## src/sscr_params.svh

```systemverilog
/*
 Constants of the sampling-synthesizer configuration register bank:
 serial frame layout, register offsets, reset values, field positions
 and mode codes. Assumes nothing; definitions only.
*/
`ifndef SSCR_PARAMS_SVH
`define SSCR_PARAMS_SVH

// ==========================================================
// Serial frame layout
`define SSCR_ADDR_W        15
`define SSCR_HDR_BITS      5'h10
`define SSCR_FRAME_BITS    5'h18

// ==========================================================
// Register offsets
`define SSCR_OFS_MODE      15'h0037
`define SSCR_OFS_TSTAMP    15'h003b
`define SSCR_OFS_REFO      15'h003c
`define SSCR_OFS_FBDIV12   15'h003d
`define SSCR_OFS_FBDIV3    15'h003e

// ==========================================================
// Reset values
`define SSCR_RST_MODE      8'h4b
`define SSCR_RST_TSTAMP    8'h00
`define SSCR_RST_REFO      8'h01
`define SSCR_RST_FBDIV12   8'h00
`define SSCR_RST_FBDIV3    8'h20

// ==========================================================
// Field positions and codes
`define SSCR_TS_RECV_BIT   0
`define SSCR_REFO_EN_BIT   0
`define SSCR_V_MSB         1
`define SSCR_V_LSB         0
`define SSCR_P_MSB         3
`define SSCR_P_LSB         2
`define SSCR_N_MSB         5
`define SSCR_N_LSB         0
`define SSCR_MODE_LOWPWR   8'h46
`define SSCR_MODE_HIPERF   8'h4b

`endif

```

## src/sscr_pkg.sv

```systemverilog
/*
 Types of the sampling-synthesizer configuration register bank.
 Assumes sscr_params.svh for the address width.
*/
`default_nettype none
`include "sscr_params.svh"

package sscr_pkg;

    // ==========================================================
    // Register access decoded from a serial frame
    typedef struct packed {
        logic                     wr;
        logic                     rd;
        logic [`SSCR_ADDR_W-1:0]  addr;
        logic [7:0]               wdata;
    } sscr_req_t;

    // ==========================================================
    // Static settings driven into the converter core
    typedef struct packed {
        logic [7:0] code;
        logic       low_power;
        logic       high_perf;
        logic       reserved;
    } sscr_mode_cfg_t;

    typedef struct packed {
        logic [2:0] first_ratio;
        logic       first_reserved;
        logic [2:0] second_ratio;
        logic       second_reserved;
        logic [5:0] third_ratio;
    } sscr_synth_cfg_t;

    // ==========================================================
    // Module states
    typedef struct packed {
        logic [2:0]  sync1;
        logic [2:0]  sync2;
        logic        sclk_prev;
        logic [4:0]  cnt;
        logic [22:0] sh_in;
        logic [7:0]  sh_out;
        logic        is_read;
        logic        sdo;
        logic        sdo_oe_n;
        sscr_req_t   req;
    } sscr_spi_st_t;

    typedef struct packed {
        logic [7:0]      mode;
        logic [7:0]      tstamp;
        logic [7:0]      refo;
        logic [7:0]      fbdiv12;
        logic [7:0]      fbdiv3;
        sscr_mode_cfg_t  mode_cfg;
        sscr_synth_cfg_t synth_cfg;
        logic            ts_recv_en;
        logic            refo_active;
    } sscr_regs_st_t;

endpackage
`default_nettype wire

```

## src/sscr_spi_slave.sv

```systemverilog
/*
 Serial control port slave. Frame, MSB first, sampled on sclk rising:
 read flag, 15 address bits, 8 data bits. Read data leaves on sclk falling.
 Assumes sclk at most clk_sys/8 and csn high between frames.
*/
`timescale 1ns/1ps
`default_nettype none
`include "sscr_params.svh"

module sscr_spi_slave (
    input  wire logic               clk_sys,   // System clock
    input  wire logic               reset,     // Synchronous reset
    input  wire logic               sclk,      // Serial clock pin
    input  wire logic               csn,       // Chip select pin, low active
    input  wire logic               sdi,       // Serial data in pin
    output logic                    sdo,       // Serial data out
    output logic                    sdo_oe_n,  // Low while sdo drives
    output sscr_pkg::sscr_req_t     req,       // Register access pulse
    input  wire logic [7:0]         rd_data    // Data for the read pulse
);

    sscr_pkg::sscr_spi_st_t q;
    sscr_pkg::sscr_spi_st_t d;

    logic csn_s;
    logic sclk_s;
    logic sdi_s;

    assign csn_s  = q.sync2[2];
    assign sclk_s = q.sync2[1];
    assign sdi_s  = q.sync2[0];

    // ==========================================================
    // Frame decode
    always_comb begin
        d           = q;
        d.sync1     = {csn, sclk, sdi};
        d.sync2     = q.sync1;
        d.sclk_prev = sclk_s;
        d.req.wr    = 1'b0;
        d.req.rd    = 1'b0;
        if (csn_s) begin
            d.cnt      = 5'h00;
            d.is_read  = 1'b0;
            d.sdo_oe_n = 1'b1;
        end else begin
            if (q.req.rd) begin
                d.sh_out = rd_data;
            end
            if (sclk_s && !q.sclk_prev && q.cnt != `SSCR_FRAME_BITS) begin
                d.sh_in = {q.sh_in[21:0], sdi_s};
                d.cnt   = q.cnt + 5'h01;
                if (q.cnt == `SSCR_HDR_BITS - 5'h01) begin
                    d.is_read  = q.sh_in[14];
                    d.req.rd   = q.sh_in[14];
                    d.req.addr = {q.sh_in[13:0], sdi_s};
                end
                if (q.cnt == `SSCR_FRAME_BITS - 5'h01 && !q.is_read) begin
                    d.req.wr    = 1'b1;
                    d.req.wdata = {q.sh_in[6:0], sdi_s};
                end
            end
            if (!sclk_s && q.sclk_prev && q.is_read) begin
                d.sdo      = q.sh_out[7];
                d.sh_out   = {q.sh_out[6:0], 1'b0};
                d.sdo_oe_n = 1'b0;
            end
        end
    end

    always_ff @(posedge clk_sys) begin
        if (reset) begin
            q          <= '0;
            q.sync1    <= 3'h4;
            q.sync2    <= 3'h4;
            q.sdo_oe_n <= 1'b1;
        end else begin
            q <= d;
        end
    end

    assign sdo      = q.sdo;
    assign sdo_oe_n = q.sdo_oe_n;
    assign req      = q.req;

endmodule
`default_nettype wire

```

## src/sscr_regs.sv

```systemverilog
/*
 Configuration register bank of the sampling synthesizer: operating mode,
 timestamp receiver enable, reference output enable, feedback dividers.
 Assumes a serial control port on pins and a synthesizer enable from the
 core on clk_sys.
*/
// Operation
// Mode code 0x46 is low power, 0x4b high performance, reset 0x4b, others reserved.
// Software picks low power only at or below one gigasample per second.
// Software writes mode with its three companion registers together.
// Software calibrates the converter after every mode change.
// Software clears calibration and serial link enables before writing mode.
// Timestamp bit 0 enables the timestamp receiver, reset clear.
// Reference output active only with its enable and synth enable; enable resets set.
// Second divider bits 3:2 give divide 1, 2, 4; code 3 reserved.
// First divider bits 1:0 give divide 5, 4, 3; code 3 reserved.
// Third divider bits 5:0 divide by their value 1 to 63, reset 32.
// Software asserts synth reset before changing any feedback divider.
// Reserved bits kept as written, read back, no effect.
// Every register reads back its last write or its reset value.
`timescale 1ns/1ps
`default_nettype none
`include "sscr_params.svh"

module sscr_regs #(
    parameter int ADDR_W = `SSCR_ADDR_W
) (
    input  wire logic                  clk_sys,                 // System clock
    input  wire logic                  reset,                   // Synchronous reset
    input  wire logic                  sclk,                    // Serial clock pin
    input  wire logic                  csn,                     // Chip select pin, low active
    input  wire logic                  sdi,                     // Serial data in pin
    output logic                       sdo,                     // Serial data out
    output logic                       sdo_oe_n,                // Low while sdo drives
    input  wire logic                  synth_enable,            // Synthesizer enabled
    output sscr_pkg::sscr_mode_cfg_t   mode_cfg,                // Operating mode setting
    output sscr_pkg::sscr_synth_cfg_t  synth_cfg,               // Feedback divider ratios
    output logic                       timestamp_receiver_enable, // Timestamp input on
    output logic                       ref_output_enable,       // Stored output enable
    output logic                       reference_clock_output   // Reference output active
);

    // ==========================================================
    // Parameter check
    if (ADDR_W != `SSCR_ADDR_W) begin : g_bad_addr_w
        $error("sscr_regs: address width must be 15");
    end

    sscr_pkg::sscr_regs_st_t q;
    sscr_pkg::sscr_regs_st_t d;
    sscr_pkg::sscr_req_t     req;
    logic [7:0]              rd_data;

    // ==========================================================
    // Decoding functions
    function automatic logic [7:0] read_mux(input logic [`SSCR_ADDR_W-1:0] a,
                                            input sscr_pkg::sscr_regs_st_t s);
        case (a)
            `SSCR_OFS_MODE:    read_mux = s.mode;
            `SSCR_OFS_TSTAMP:  read_mux = s.tstamp;
            `SSCR_OFS_REFO:    read_mux = s.refo;
            `SSCR_OFS_FBDIV12: read_mux = s.fbdiv12;
            `SSCR_OFS_FBDIV3:  read_mux = s.fbdiv3;
            default:           read_mux = 8'h00;
        endcase
    endfunction

    function automatic logic [2:0] first_ratio(input logic [1:0] c);
        case (c)
            2'h0:    first_ratio = 3'h5;
            2'h1:    first_ratio = 3'h4;
            2'h2:    first_ratio = 3'h3;
            default: first_ratio = 3'h0;
        endcase
    endfunction

    function automatic logic [2:0] second_ratio(input logic [1:0] c);
        case (c)
            2'h0:    second_ratio = 3'h1;
            2'h1:    second_ratio = 3'h2;
            2'h2:    second_ratio = 3'h4;
            default: second_ratio = 3'h0;
        endcase
    endfunction

    // ==========================================================
    // Serial port
    sscr_spi_slave u_spi (
        .clk_sys  (clk_sys),
        .reset    (reset),
        .sclk     (sclk),
        .csn      (csn),
        .sdi      (sdi),
        .sdo      (sdo),
        .sdo_oe_n (sdo_oe_n),
        .req      (req),
        .rd_data  (rd_data)
    );

    assign rd_data = read_mux(req.addr, q);

    // ==========================================================
    // Register writes and decoded settings
    always_comb begin
        d = q;
        if (req.wr) begin
            case (req.addr)
                `SSCR_OFS_MODE:    d.mode    = req.wdata;
                `SSCR_OFS_TSTAMP:  d.tstamp  = req.wdata;
                `SSCR_OFS_REFO:    d.refo    = req.wdata;
                `SSCR_OFS_FBDIV12: d.fbdiv12 = req.wdata;
                `SSCR_OFS_FBDIV3:  d.fbdiv3  = req.wdata;
                default:           d.mode    = q.mode;
            endcase
        end
        d.mode_cfg.code      = d.mode;
        d.mode_cfg.low_power = (d.mode == `SSCR_MODE_LOWPWR);
        d.mode_cfg.high_perf = (d.mode == `SSCR_MODE_HIPERF);
        d.mode_cfg.reserved  = !d.mode_cfg.low_power && !d.mode_cfg.high_perf;
        d.ts_recv_en         = d.tstamp[`SSCR_TS_RECV_BIT];
        d.refo_active        = d.refo[`SSCR_REFO_EN_BIT] && synth_enable;
        d.synth_cfg.first_ratio     = first_ratio(d.fbdiv12[`SSCR_V_MSB:`SSCR_V_LSB]);
        d.synth_cfg.first_reserved  = (d.fbdiv12[`SSCR_V_MSB:`SSCR_V_LSB] == 2'h3);
        d.synth_cfg.second_ratio    = second_ratio(d.fbdiv12[`SSCR_P_MSB:`SSCR_P_LSB]);
        d.synth_cfg.second_reserved = (d.fbdiv12[`SSCR_P_MSB:`SSCR_P_LSB] == 2'h3);
        d.synth_cfg.third_ratio     = d.fbdiv3[`SSCR_N_MSB:`SSCR_N_LSB];
    end

    always_ff @(posedge clk_sys) begin
        if (reset) begin
            q                           <= '0;
            q.mode                      <= `SSCR_RST_MODE;
            q.tstamp                    <= `SSCR_RST_TSTAMP;
            q.refo                      <= `SSCR_RST_REFO;
            q.fbdiv12                   <= `SSCR_RST_FBDIV12;
            q.fbdiv3                    <= `SSCR_RST_FBDIV3;
            q.mode_cfg.code             <= `SSCR_RST_MODE;
            q.mode_cfg.high_perf        <= 1'b1;
            q.synth_cfg.first_ratio     <= 3'h5;
            q.synth_cfg.second_ratio    <= 3'h1;
            q.synth_cfg.third_ratio     <= 6'h20;
        end else begin
            q <= d;
        end
    end

    assign mode_cfg                  = q.mode_cfg;
    assign synth_cfg                 = q.synth_cfg;
    assign timestamp_receiver_enable = q.ts_recv_en;
    assign ref_output_enable         = q.refo[`SSCR_REFO_EN_BIT];
    assign reference_clock_output    = q.refo_active;
endmodule
`default_nettype wire

```

## config.mk

```make
export PLATFORM = sky130hd
export DESIGN_NAME = sscr_regs
export DESIGN_NICKNAME = d
export VERILOG_FILES = /design/src/sscr_pkg.sv /design/src/sscr_spi_slave.sv /design/src/sscr_regs.sv
export VERILOG_INCLUDE_DIRS = /design/src
export SDC_FILE = /design/constraint.sdc
export NUM_CORES = 1
export LEC_CHECK = 0
export BUFFER_PORTS_ARGS = -buffer_cell sky130_fd_sc_hd__buf_2
export CORE_ASPECT_RATIO = 0.6
export CORE_MARGIN = 8
export CORE_UTILIZATION = 64
export DETAILED_ROUTE_END_ITERATION = 10
export PLACE_DENSITY_LB_ADDON = 0.2
export SLEW_MARGIN = 20
export SYNTH_ARGS = -nofsm -noshare
export SYNTH_HDL_FRONTEND = slang
export SYNTH_SLANG_ARGS = --single-unit
```

## constraint.sdc

```tcl
create_clock -name clk_sys -period 4.1 [get_ports clk_sys]
set_clock_uncertainty 0.1 [all_clocks]
set_input_delay 0.205 -clock clk_sys [delete_from_list [all_inputs] [get_ports clk_sys]]
set_output_delay 0.205 -clock clk_sys [all_outputs]
set_load 0.03 [all_outputs]
```

==> results_dict.tcl, run 1 <==
set metrics [dict create \
    status "finished clean" \
    syn_to_final_growth_pct 11.7 \
    dieHeight_um 84.4 \
    clk_latency_ns 0.41 \
    place_area_um2 4970 \
    drt_iter0_drc 460 \
    p_leak_nw 1.99 \
    startpoint_type "flip-flop" \
    antenna_found_initial 0 \
    fin_crit_sh_pct 66.0 \
    end_kind "flip-flop" \
    worst_slew_pin_slew_ns 0.880 \
    vias 4248 \
    grtUsageTotal_pct 23.5 \
    hold_path_depth 2 \
    fillerInstances 574 \
    htreeDepth 4 \
    cp-endpoint "synth_cfg[7]$_SDFF_PP1_" \
    clock-sinks 115 \
    mostFrequentLayoutCell "dfxtp_1" \
    grt.overflow.total 0 \
    grt_first_pass_wirelength_mm 20.2 \
    antenna_cells 0 \
    finalSetupViolations 0 \
    coreArea_um2 7730 \
    relSlewSlack_pct 41.2 \
    dr.pass1.iters 5 \
    setup_tns_ns 0 \
    cp_max_fo 16 \
    place.gp.congestion 0.871 \
    die-area_um2 11000 \
    routedWlPerCell_um 18.6 \
    ys_types 45 \
    rows 25 \
    multi_input_area_um2 2260 \
    final_cell_mix "115 x dfxtp_1, 69 x a21oi_1, 51 x nand3_1, 44 x mux2i_1, 38 x o21ai_0" \
    powerDensity_nw_per_um2 459 \
    synth_area_um2 4990 \
    drive_gt1_share_pct 13.8 \
    cts_resized 0 \
    slew_viol_final 0 \
    rr_endpoint "synth_cfg[7]$_SDFF_PP1_" \
    reg2regPathDepth 4 \
    hpwl_mm 7.97 \
    arrival_ns 2.89 \
    fin_crit_ns 2.70 \
    rsz0062_at_grt "no" \
    r2r_start "u_spi.req[9]$_SDFFE_PP0P_" \
    drc 0 \
    synth.yosys.warnings 0 \
    io_pins 36 \
    start_util_pct 64.6 \
    cts_tree "done" \
    cp-startpoint "u_spi.req[9]$_SDFFE_PP0P_" \
    ys_seq_area_share_pct 46.1 \
    via_per_inst 6.29 \
    required_ns 4.29 \
    max_freq_mhz 370 \
    synth_area_leader_cell "dfxtp_1" \
    synth.ff_latch_count 115 \
    die_width_um 130 \
    finalNetCount 564 \
    postRouteAntennaNets 0 \
    wl_mm 12.5 \
    cts.clk_slew.worst_paths_ns 0.05 \
    hold_violations 0 \
    syn_inst 561 \
    vdd_drop_max_v 0.000301 \
    grt_max_degree 47 \
    portBuffers 35 \
    synth.area.top_cells "dfxtp_1 46%, mux2i_1 8.8%, a21oi_1 6.9%, nand3_1 5.1%, o21ai_0 3.8%" \
    cts_made_buffers 17 \
    fin_area_um2 5580 \
    clockBufferDepth 2 \
    cap_viol_max_count 0 \
    grt_pass1_vias 3862 \
    syn_nets 570 \
    reg2reg_slack_ns 1.40 \
    avgSynthCellArea_um2 8.90 \
    synth_top_area_share_pct 46.1 \
    hp-class "in2reg" \
    cts-root-buf "clkbuf_16" \
    critPathKind "reg2reg" \
    regArea_um2 2300 \
]
layer usage:
layer  vias up  routed length [um]  track usage [%]
li1       1973                   -                -
met1      2016                5630             32.0
met2       230                5330             33.3
met3        29                1360             7.72
met4         0                 215             9.22
met5         -                   0                0
where the power goes:
group / leakage (nW) / internal [mW] / switching (mW)
clock network: 0.283 / 0.922 / 0.480
logic: 0.777 / 0.00940 / 0.0234
registers: 0.928 / 1.12 / 0.00175
through the flow:
stage / utilization (%) / setup slack, ns / power (mW) / hold slack (ns) / cells
CTS: 72.2 / 1.43 / 2.57 / 0.260 / 675
floorplan: - / 1.79 / 1.17 / 0.209 / 561
global placement: 64.3 / 1.52 / 1.18 / 0.289 / 640
finish: 72.2 / 1.40 / 2.56 / 0.273 / 675
global route: 72.2 / 1.20 / 2.62 / 0.312 / 675
detailed placement: 64.3 / 1.47 / 1.18 / 0.291 / 640
registers in the layout (all words and copies together) (netlist names):
name and cells:
q 31, u_spi.q 31, u_spi.req 25, mode_cfg 11, synth_cfg 8, u_spi.d 4, ref_output_enable 1, reference_clock_output 1
u_spi.csn_s 1, u_spi.sdo 1, u_spi.sdo_oe_n 1
Yosys cell counts, drive strengths merged:
| library cell | instances |
|---|---|
| nand3 | 51 |
| nor4 | 7 |
| and3 | 2 |
| or4 | 7 |
| buf | 34 |
| o21ai | 38 |
| nand2b | 4 |
| and4 | 1 |
| o22a | 7 |
| nor2b | 12 |
| inv | 9 |
| o211a | 1 |
| clkbuf | 38 |
| o221ai | 7 |
| a211oi | 2 |
| o2bb2ai | 1 |
| dfxtp | 115 |
| o211ai | 2 |
| mux2 | 1 |
| mux2i | 44 |
| o22ai | 1 |
| a21o | 4 |
| nand3b | 5 |
| and2 | 3 |
| nor2 | 35 |
| clkinv | 1 |
| a21oi | 69 |
| a22oi | 8 |
| nor4b | 3 |
| nand4b | 9 |
| xnor2 | 1 |
| nand2 | 25 |
| xor2 | 2 |
| ha | 3 |
| nor3 | 1 |
| or2 | 2 |
| nand4 | 5 |
| or3 | 1 |
final cells by class:
cell class	count	area share, %
inverters	10	0.673
multi-input cells	364	40.5
flip-flops and latches	115	41.3
clock buffers	27	9.38
clock inverters	4	0.808
repair buffers	47	4.93
well taps	108	2.42
kinds of logic (layout without fill, tap and decap cells):
group,Yosys count,count (layout),synth area share [%]
AOI/OAI and AO/OA,140,140,16.1
xor gates and xnor gates,3,3,0.526
adders and majority gates,3,3,0.752
buffers and inverters,82,88,8.87
DFF,115,115,46.1
muxes,45,45,9.05
and+or+nand+nor,173,173,18.6
critical path: stages (launching register included):
cell      delay (ns)
dfxtp_1         0.59
nor2b_1         0.64
and2_0          0.70
a211oi_1        0.16
or3_1           0.38
how the worst min path moves through the flow:
stage           from                   endpoint
2_1_floorplan    csn     u_spi.d[67]$_SDFF_PP1_
4_1_cts        reset     mode_cfg[7]$_SDFF_PP0_
6_report       reset     mode_cfg[7]$_SDFF_PP0_
3_5_place_dp     csn     u_spi.d[67]$_SDFF_PP1_
3_3_place_gp     csn     u_spi.d[67]$_SDFF_PP1_
5_1_grt        reset  u_spi.req[5]$_SDFFE_PP0P_
what timing repair did:
action,in CTS,in global routing
setup buffers,0,0
hold buffers,4,0
endpoints found under the hold margin,4,0
endpoints found under the setup margin,0,0
(Power assumes the default switching activity.)
==> inputs of run 2 (changes only) <==
Settings changed: ABC_AREA set to 1, CORE_UTILIZATION 64 to 60.
Clock period 4.1 ns to 2.6 ns, I/O delays scaled along.
==> run 2 against run 1 <==
Compared with the run above:
- worst setup slack got worse by 1.0 ns
- synthesized area decreased by 0.83%
- final cell count increased by 16%
- worst hold slack improved by 0.029 ns
- clock-buffer cell count decreased by 4
- global-route usage decreased by 0.51 points
- highest routed layer unchanged
- utilization decreased by 2.5 points
- critical path depth increased by 4
- flip-flop and latch count unchanged
- sequential power increased by 59%
- routed wire length increased by 1.1%
==> results_dict.tcl, run 2 <==
set metrics [dict create \
    setup_tns_ns 0 \
    cts_resized 0 \
    synth.yosys.warnings 0 \
    fin_crit_ns 2.21 \
    via_per_inst 5.57 \
    rows 25 \
    cp-endpoint "u_spi.req[10]$_SDFFE_PP0P_" \
    syn_inst 658 \
    antenna_cells 0 \
    hpwl_mm 8.87 \
    hp-class "reg2reg" \
    cp-startpoint "u_spi.q[59]$_SDFFE_PP0P_" \
    reg2regPathDepth 8 \
    wl_mm 12.7 \
    ys_async_sr_fraction_pct 0 \
    status "finished clean" \
    cts-root-buf "clkbuf_16" \
    p_leak_nw 2.27 \
    ys_types 30 \
    slew_viol_final 0 \
    grt_max_degree 46 \
    ys.flop_type "dfxtp_1" \
    rr_endpoint "u_spi.req[10]$_SDFFE_PP0P_" \
    rsz0062_at_grt "no" \
    total_power_mw 3.93 \
    max_freq_mhz 453 \
    reg2reg_slack_ns 0.39 \
    clk_latency_ns 0.41 \
    synth_edf_count 0 \
    end_kind "flip-flop" \
    fin_crit_sh_pct 85.0 \
    relSlewSlack_pct 51.5 \
    cts_hold_buf 5 \
    fin_hold_ws_ns 0.301 \
    postRouteAntennaNets 0 \
    ys_seq_area_share_pct 46.5 \
    final_cell_mix "115 x nand2_1, 115 x dfxtp_1, 76 x a21oi_1, 73 x nor2_1, 68 x inv_1" \
    avgSynthCellArea_um2 7.52 \
    finalSetupViolations 0 \
    synth_top_area_share_pct 46.5 \
    syn_nets 667 \
    required_ns 2.75 \
    critPathKind "reg2reg" \
    grt.overflow.total 0 \
    routedWlPerCell_um 16.2 \
    start_util_pct 62.3 \
    grtUsageTotal_pct 23.0 \
    cts_made_buffers 17 \
    powerDensity_nw_per_um2 709 \
    place.gp.congestion 0.959 \
    worst_slew_pin_slew_ns 0.727 \
    placed_cells 752 \
    die_width_um 133 \
    vias 4370 \
    finalNetCount 677 \
    r2r_start "u_spi.q[59]$_SDFFE_PP0P_" \
    cp_max_fo 20 \
    synth_area_um2 4950 \
    die-area_um2 11500 \
    synthTopCellsByCount "115 x dfxtp_1, 115 x nand2_1, 76 x a21oi_1, 73 x nor2_1, 68 x inv_1" \
    portBuffers 35 \
    drt_iter0_drc 505 \
    clock-sinks 115 \
    crit_chain "inv_1, ha_1, nand4_1, nand3_2, nor2_2, nand2_1, o21ai_0, a21oi_1" \
    syn_to_final_growth_pct 11.9 \
    cpPeakStageDelay_ns 0.43 \
    synth.ff_latch_count 115 \
    coreArea_um2 7950 \
    cts_tree "done" \
    hold_path_depth 2 \
    dieHeight_um 86.4 \
    grt_pass1_vias 4082 \
    drive_gt1_share_pct 16.8 \
    cts.clk_slew.worst_paths_ns 0.05 \
    antenna_found_initial 0 \
    htreeDepth 4 \
    synth.area.top_cells "dfxtp_1 46%, nand2_1 8.7%, a21oi_1 7.7%, nor2_1 5.5%, inv_1 5.2%" \
    io_pins 36 \
    clockBufferDepth 2 \
    post-cts-setup-buffers 0 \
    synth_area_leader_cell "dfxtp_1" \
    grt_first_pass_wirelength_mm 20.8 \
    critPathTopFamily "simple AND/OR/NAND/NOR gates" \
    arrival_ns 2.36 \
    fin_cells 785 \
    cp.depth 8 \
    startpoint_type "flip-flop" \
    fin_area_um2 5540 \
    dr.pass1.iters 6 \
    cap_viol_max_count 0 \
    vdd_drop_max_v 0.000547 \
    hold_violations 0 \
    drc 0 \
    critPathBufInv 1 \
    place_area_um2 4950 \
    crit_path_top_delay_cell "nand2_1" \
]
-- run 2: cell count changes in the layout (fill, tap and decap cells not counted), moves of 12 or more --
cell     before  now
nand2_1      25  115
inv_1         9   68
mux2i_1      44    0
nor2_1       35   73
nand3_1      51   30
nand4_1       5   21
nor2b_1      12    0
-- run 2: logic make-up after synthesis --
family	Yosys count	share of synthesized area, %
buffers and inverters	134	13.1
adder cells (fa/ha/maj)	3	0.758
AND/OR/NAND/NOR	269	25.1
flip-flops	115	46.5
AO/OA/AOI/OAI	137	14.5
-- run 2: final cells by class --
type	count	area, um2
clock buffer	23	508
multi-input combinational	409	2000
inverter	79	297
sequential	115	2300
timing repair buffer	46	270
tap	108	135
clock inverter	5	27.5
fill	656	2410
-- run 2: worst min path at each step --
stage	endpoint	startpoint	slack, ns
after detailed placement	u_spi.d[67]$_SDFF_PP1_	csn	0.22
after global routing	u_spi.q[65]$_SDFF_PP0_	u_spi.d[65]$_SDFF_PP0_	0.31
after CTS	u_spi.q[65]$_SDFF_PP0_	u_spi.d[65]$_SDFF_PP0_	0.30
final	u_spi.q[65]$_SDFF_PP0_	u_spi.d[65]$_SDFF_PP0_	0.30
after global placement	u_spi.d[67]$_SDFF_PP1_	csn	0.21
after floorplan	u_spi.d[67]$_SDFF_PP1_	csn	0.13
-- run 2: metal layers --
| layer | share of wire (%) | routed length, um | track usage [%] |
|---|---|---|---|
| met1 | 46 | 5790 | 31.1 |
| met2 | 40 | 5110 | 30.7 |
| met4 | 1.5 | 190 | 7.80 |
| met5 | 0 | 0 | 0 |
| met3 | 13 | 1590 | 11.3 |
-- run 2: stage by stage --
| stage | setup slack, ns | utilization [%] |
|---|---|---|
| finish | 0.391 | 69.7 |
| detailed placement | 0.489 | 62.3 |
| global route | 0.236 | 69.7 |
| global placement | 0.597 | 62.3 |
| CTS | 0.435 | 69.7 |
| floorplan | 0.887 | - |
-- run 2: power by group --
part	total (mW)	internal, mW	switching [mW]
Combinational	0.0618	0.0186	0.0432
Clock	2.09	1.34	0.750
Sequential	1.78	1.77	0.00495
Total	3.93	3.13	0.798
-- run 2: worst register-to-register path: stages, from the launching register on --
cell and delay, ns:
dfxtp_1 0.35, inv_1 0.07, ha_1 0.19, nand4_1 0.10, nand3_2 0.15, nor2_2 0.19, nand2_1 0.43, o21ai_0 0.40
a21oi_1 0.09
==> inputs of run 3 (changes only) <==
Clock period 2.6 ns to 2.1 ns, I/O delays scaled along.
==> run 3 against run 2 <==
Compared with the run above:
- sequential power is 24% higher
- utilization is 2.9 points higher
- global-route usage is 0.30 points lower
- final cell count is 2.4% higher
- largest power group unchanged
- die area stayed put
- power is 35% higher
- register-to-register slack worse by 0.28 ns
==> results_dict.tcl, run 3 (synthesis gave the netlist of run 2 again) <==
set metrics [dict create \
    status "finished clean" \
    finalSetupViolations 0 \
    met1_length_mm 6.22 \
    cap_viol_max_count 0 \
    grt_max_degree 46 \
    critPathKind "reg2reg" \
    drive_gt1_share_pct 19.1 \
    fin_crit_sh_pct 94.6 \
    cpPeakStageDelay_ns 0.39 \
    vdd_drop_max_v 0.000613 \
    fin_util_pct 72.6 \
    wl_mm 12.9 \
    startpoint_type "flip-flop" \
    worst_slew_pin_slew_ns 0.735 \
    dieHeight_um 86.4 \
    place.gp.congestion 0.919 \
    fin_hold_ws_ns 0.309 \
    io_pins 36 \
    met2_length_mm 5.29 \
    required_ns 2.34 \
    p_int_mw 4.25 \
    fin_crit_ns 1.99 \
    finalNetCount 692 \
    rows 25 \
    hp-class "reg2reg" \
    clockPowerShare_pct 57.1 \
    met3_length_mm 1.24 \
    postRouteAntennaNets 0 \
    clockBufferDepth 2 \
    slew_viol_final 0 \
    fin_cells 804 \
    hold_violations 0 \
    grtUsageTotal_pct 22.7 \
    grt.overflow.total 0 \
    rsz0062_at_grt "yes" \
    antenna_cells 0 \
    swShare_pct 19.9 \
    arrival_ns 2.23 \
    power.switching_mw 1.06 \
    pwr-share-comb_pct 1.5 \
    placed_cells 763 \
    cp_max_fo 10 \
    power_frac_seq_pct 41.4 \
    drt_iter0_drc 478 \
    worstHoldStart "u_spi.d[66]$_SDFF_PP0_" \
    grt_pass1_vias 4102 \
    vias 4396 \
    highest_layer "met4" \
    syn_to_final_growth_pct 16.5 \
    r2r_start "u_spi.req[10]$_SDFFE_PP0P_" \
    hpwl_mm 8.71 \
    max_freq_mhz 503 \
    die_width_um 133 \
    portBuffers 35 \
    cts_tree "done" \
    cp-startpoint "u_spi.req[10]$_SDFFE_PP0P_" \
    routedWlPerCell_um 16.1 \
    crit_path_top_delay_cell "dfxtp_1" \
    cts_made_buffers 17 \
    drc 0 \
    start_util_pct 62.3 \
    die-area_um2 11500 \
    setup_tns_ns 0 \
    relSlewSlack_pct 50.9 \
    clk_latency_ns 0.42 \
    dr.pass1.iters 5 \
    crit_chain "nand2_1, nor3_2, nand3_2, nor2_4, buf_4, o21ai_1, a21oi_1" \
    cts.clk_slew.worst_paths_ns 0.05 \
    grt_first_pass_wirelength_mm 20.5 \
    end_kind "flip-flop" \
    reg2reg_slack_ns 0.11 \
    htreeDepth 4 \
    coreArea_um2 7950 \
    final_cell_mix "115 x nand2_1, 115 x dfxtp_1, 76 x a21oi_1, 73 x nor2_1, 65 x inv_1" \
    p_leak_nw 2.38 \
    powerDensity_nw_per_um2 921 \
    via_per_inst 5.47 \
    cts-root-buf "clkbuf_16" \
    antenna_found_initial 0 \
    clock-sinks 115 \
]
==> run 3: cell count changes in the layout (fill, tap and decap cells not counted), sizes merged <==
cell,previous run,this run
buf,41,55
bufinv,0,4
clkinvlp,1,4
clkbuf,23,22
inv,78,77
==> run 3: critical path, delay by kind of cell, from the launching register on <==
family,cells,cell delay (ns)
flops,1,0.39
buf+inv,1,0.18
compound gates,2,0.22
simple gates,4,1.02
==> run 3: cell type report <==
type / count / area, um2
Clock buffer: 22 / 464
Clock inverter: 10 / 155
Fill cell: 630 / 2180
Inverter: 79 / 303
Multi-Input combinational cell: 409 / 2010
Sequential cell: 115 / 2300
Tap cell: 108 / 135
Timing Repair Buffer: 60 / 388
Timing Repair inverter: 1 / 7.51
==> run 3: path summary, 6_finish.rpt <==
kind,endpoint,depth (start not counted)
worst max-delay path,q[30]$_SDFFE_PP0P_,7
worst min-delay path,u_spi.d[64]$_SDFF_PP0_,2
worst max register to register,q[30]$_SDFFE_PP0P_,7
worst min register to register,u_spi.d[64]$_SDFF_PP0_,2
==> run 3: power by group through the flow <==
stage	clock [mW]	combinational, mW	sequential [mW]
2_1_floorplan	0	0.0480	2.24
3_5_place_dp	0	0.0701	2.24
6_report	3.03	0.0808	2.20
3_3_place_gp	0	0.0675	2.24
4_1_cts	3.04	0.0779	2.20
5_1_grt	3.14	0.0893	2.20
==> run 3: repair_timing <==
| action | in CTS | in global routing |
|---|---|---|
| hold buffers | 5 | 0 |
| setup buffers | 0 | 3 |
| resized for setup | 0 | 7 |
| endpoints found under the setup margin | 0 | 12 |
| hold endpoints to repair | 5 | 0 |
==> run 3: stage by stage <==
stage / setup WS (ns) / cell area (um2) / total power [mW]
3_3_place_gp: 0.197 / 5050 / 2.31
6_report: 0.113 / 5770 / 5.31
3_5_place_dp: 0.157 / 5050 / 2.32
4_1_cts: 0.143 / 5720 / 5.31
5_1_grt: -0.0321 / 5770 / 5.43
2_1_floorplan: 0.387 / 4950 / 2.29
==> run 3: routing by layer <==
| layer | vias to the layer above | GRT usage (%) |
|---|---|---|
| met5 | - | 0 |
| met1 | 2039 | 30.3 |
| met4 | 0 | 7.19 |
| li1 | 2148 | - |
| met3 | 25 | 8.95 |
| met2 | 184 | 32.7 |
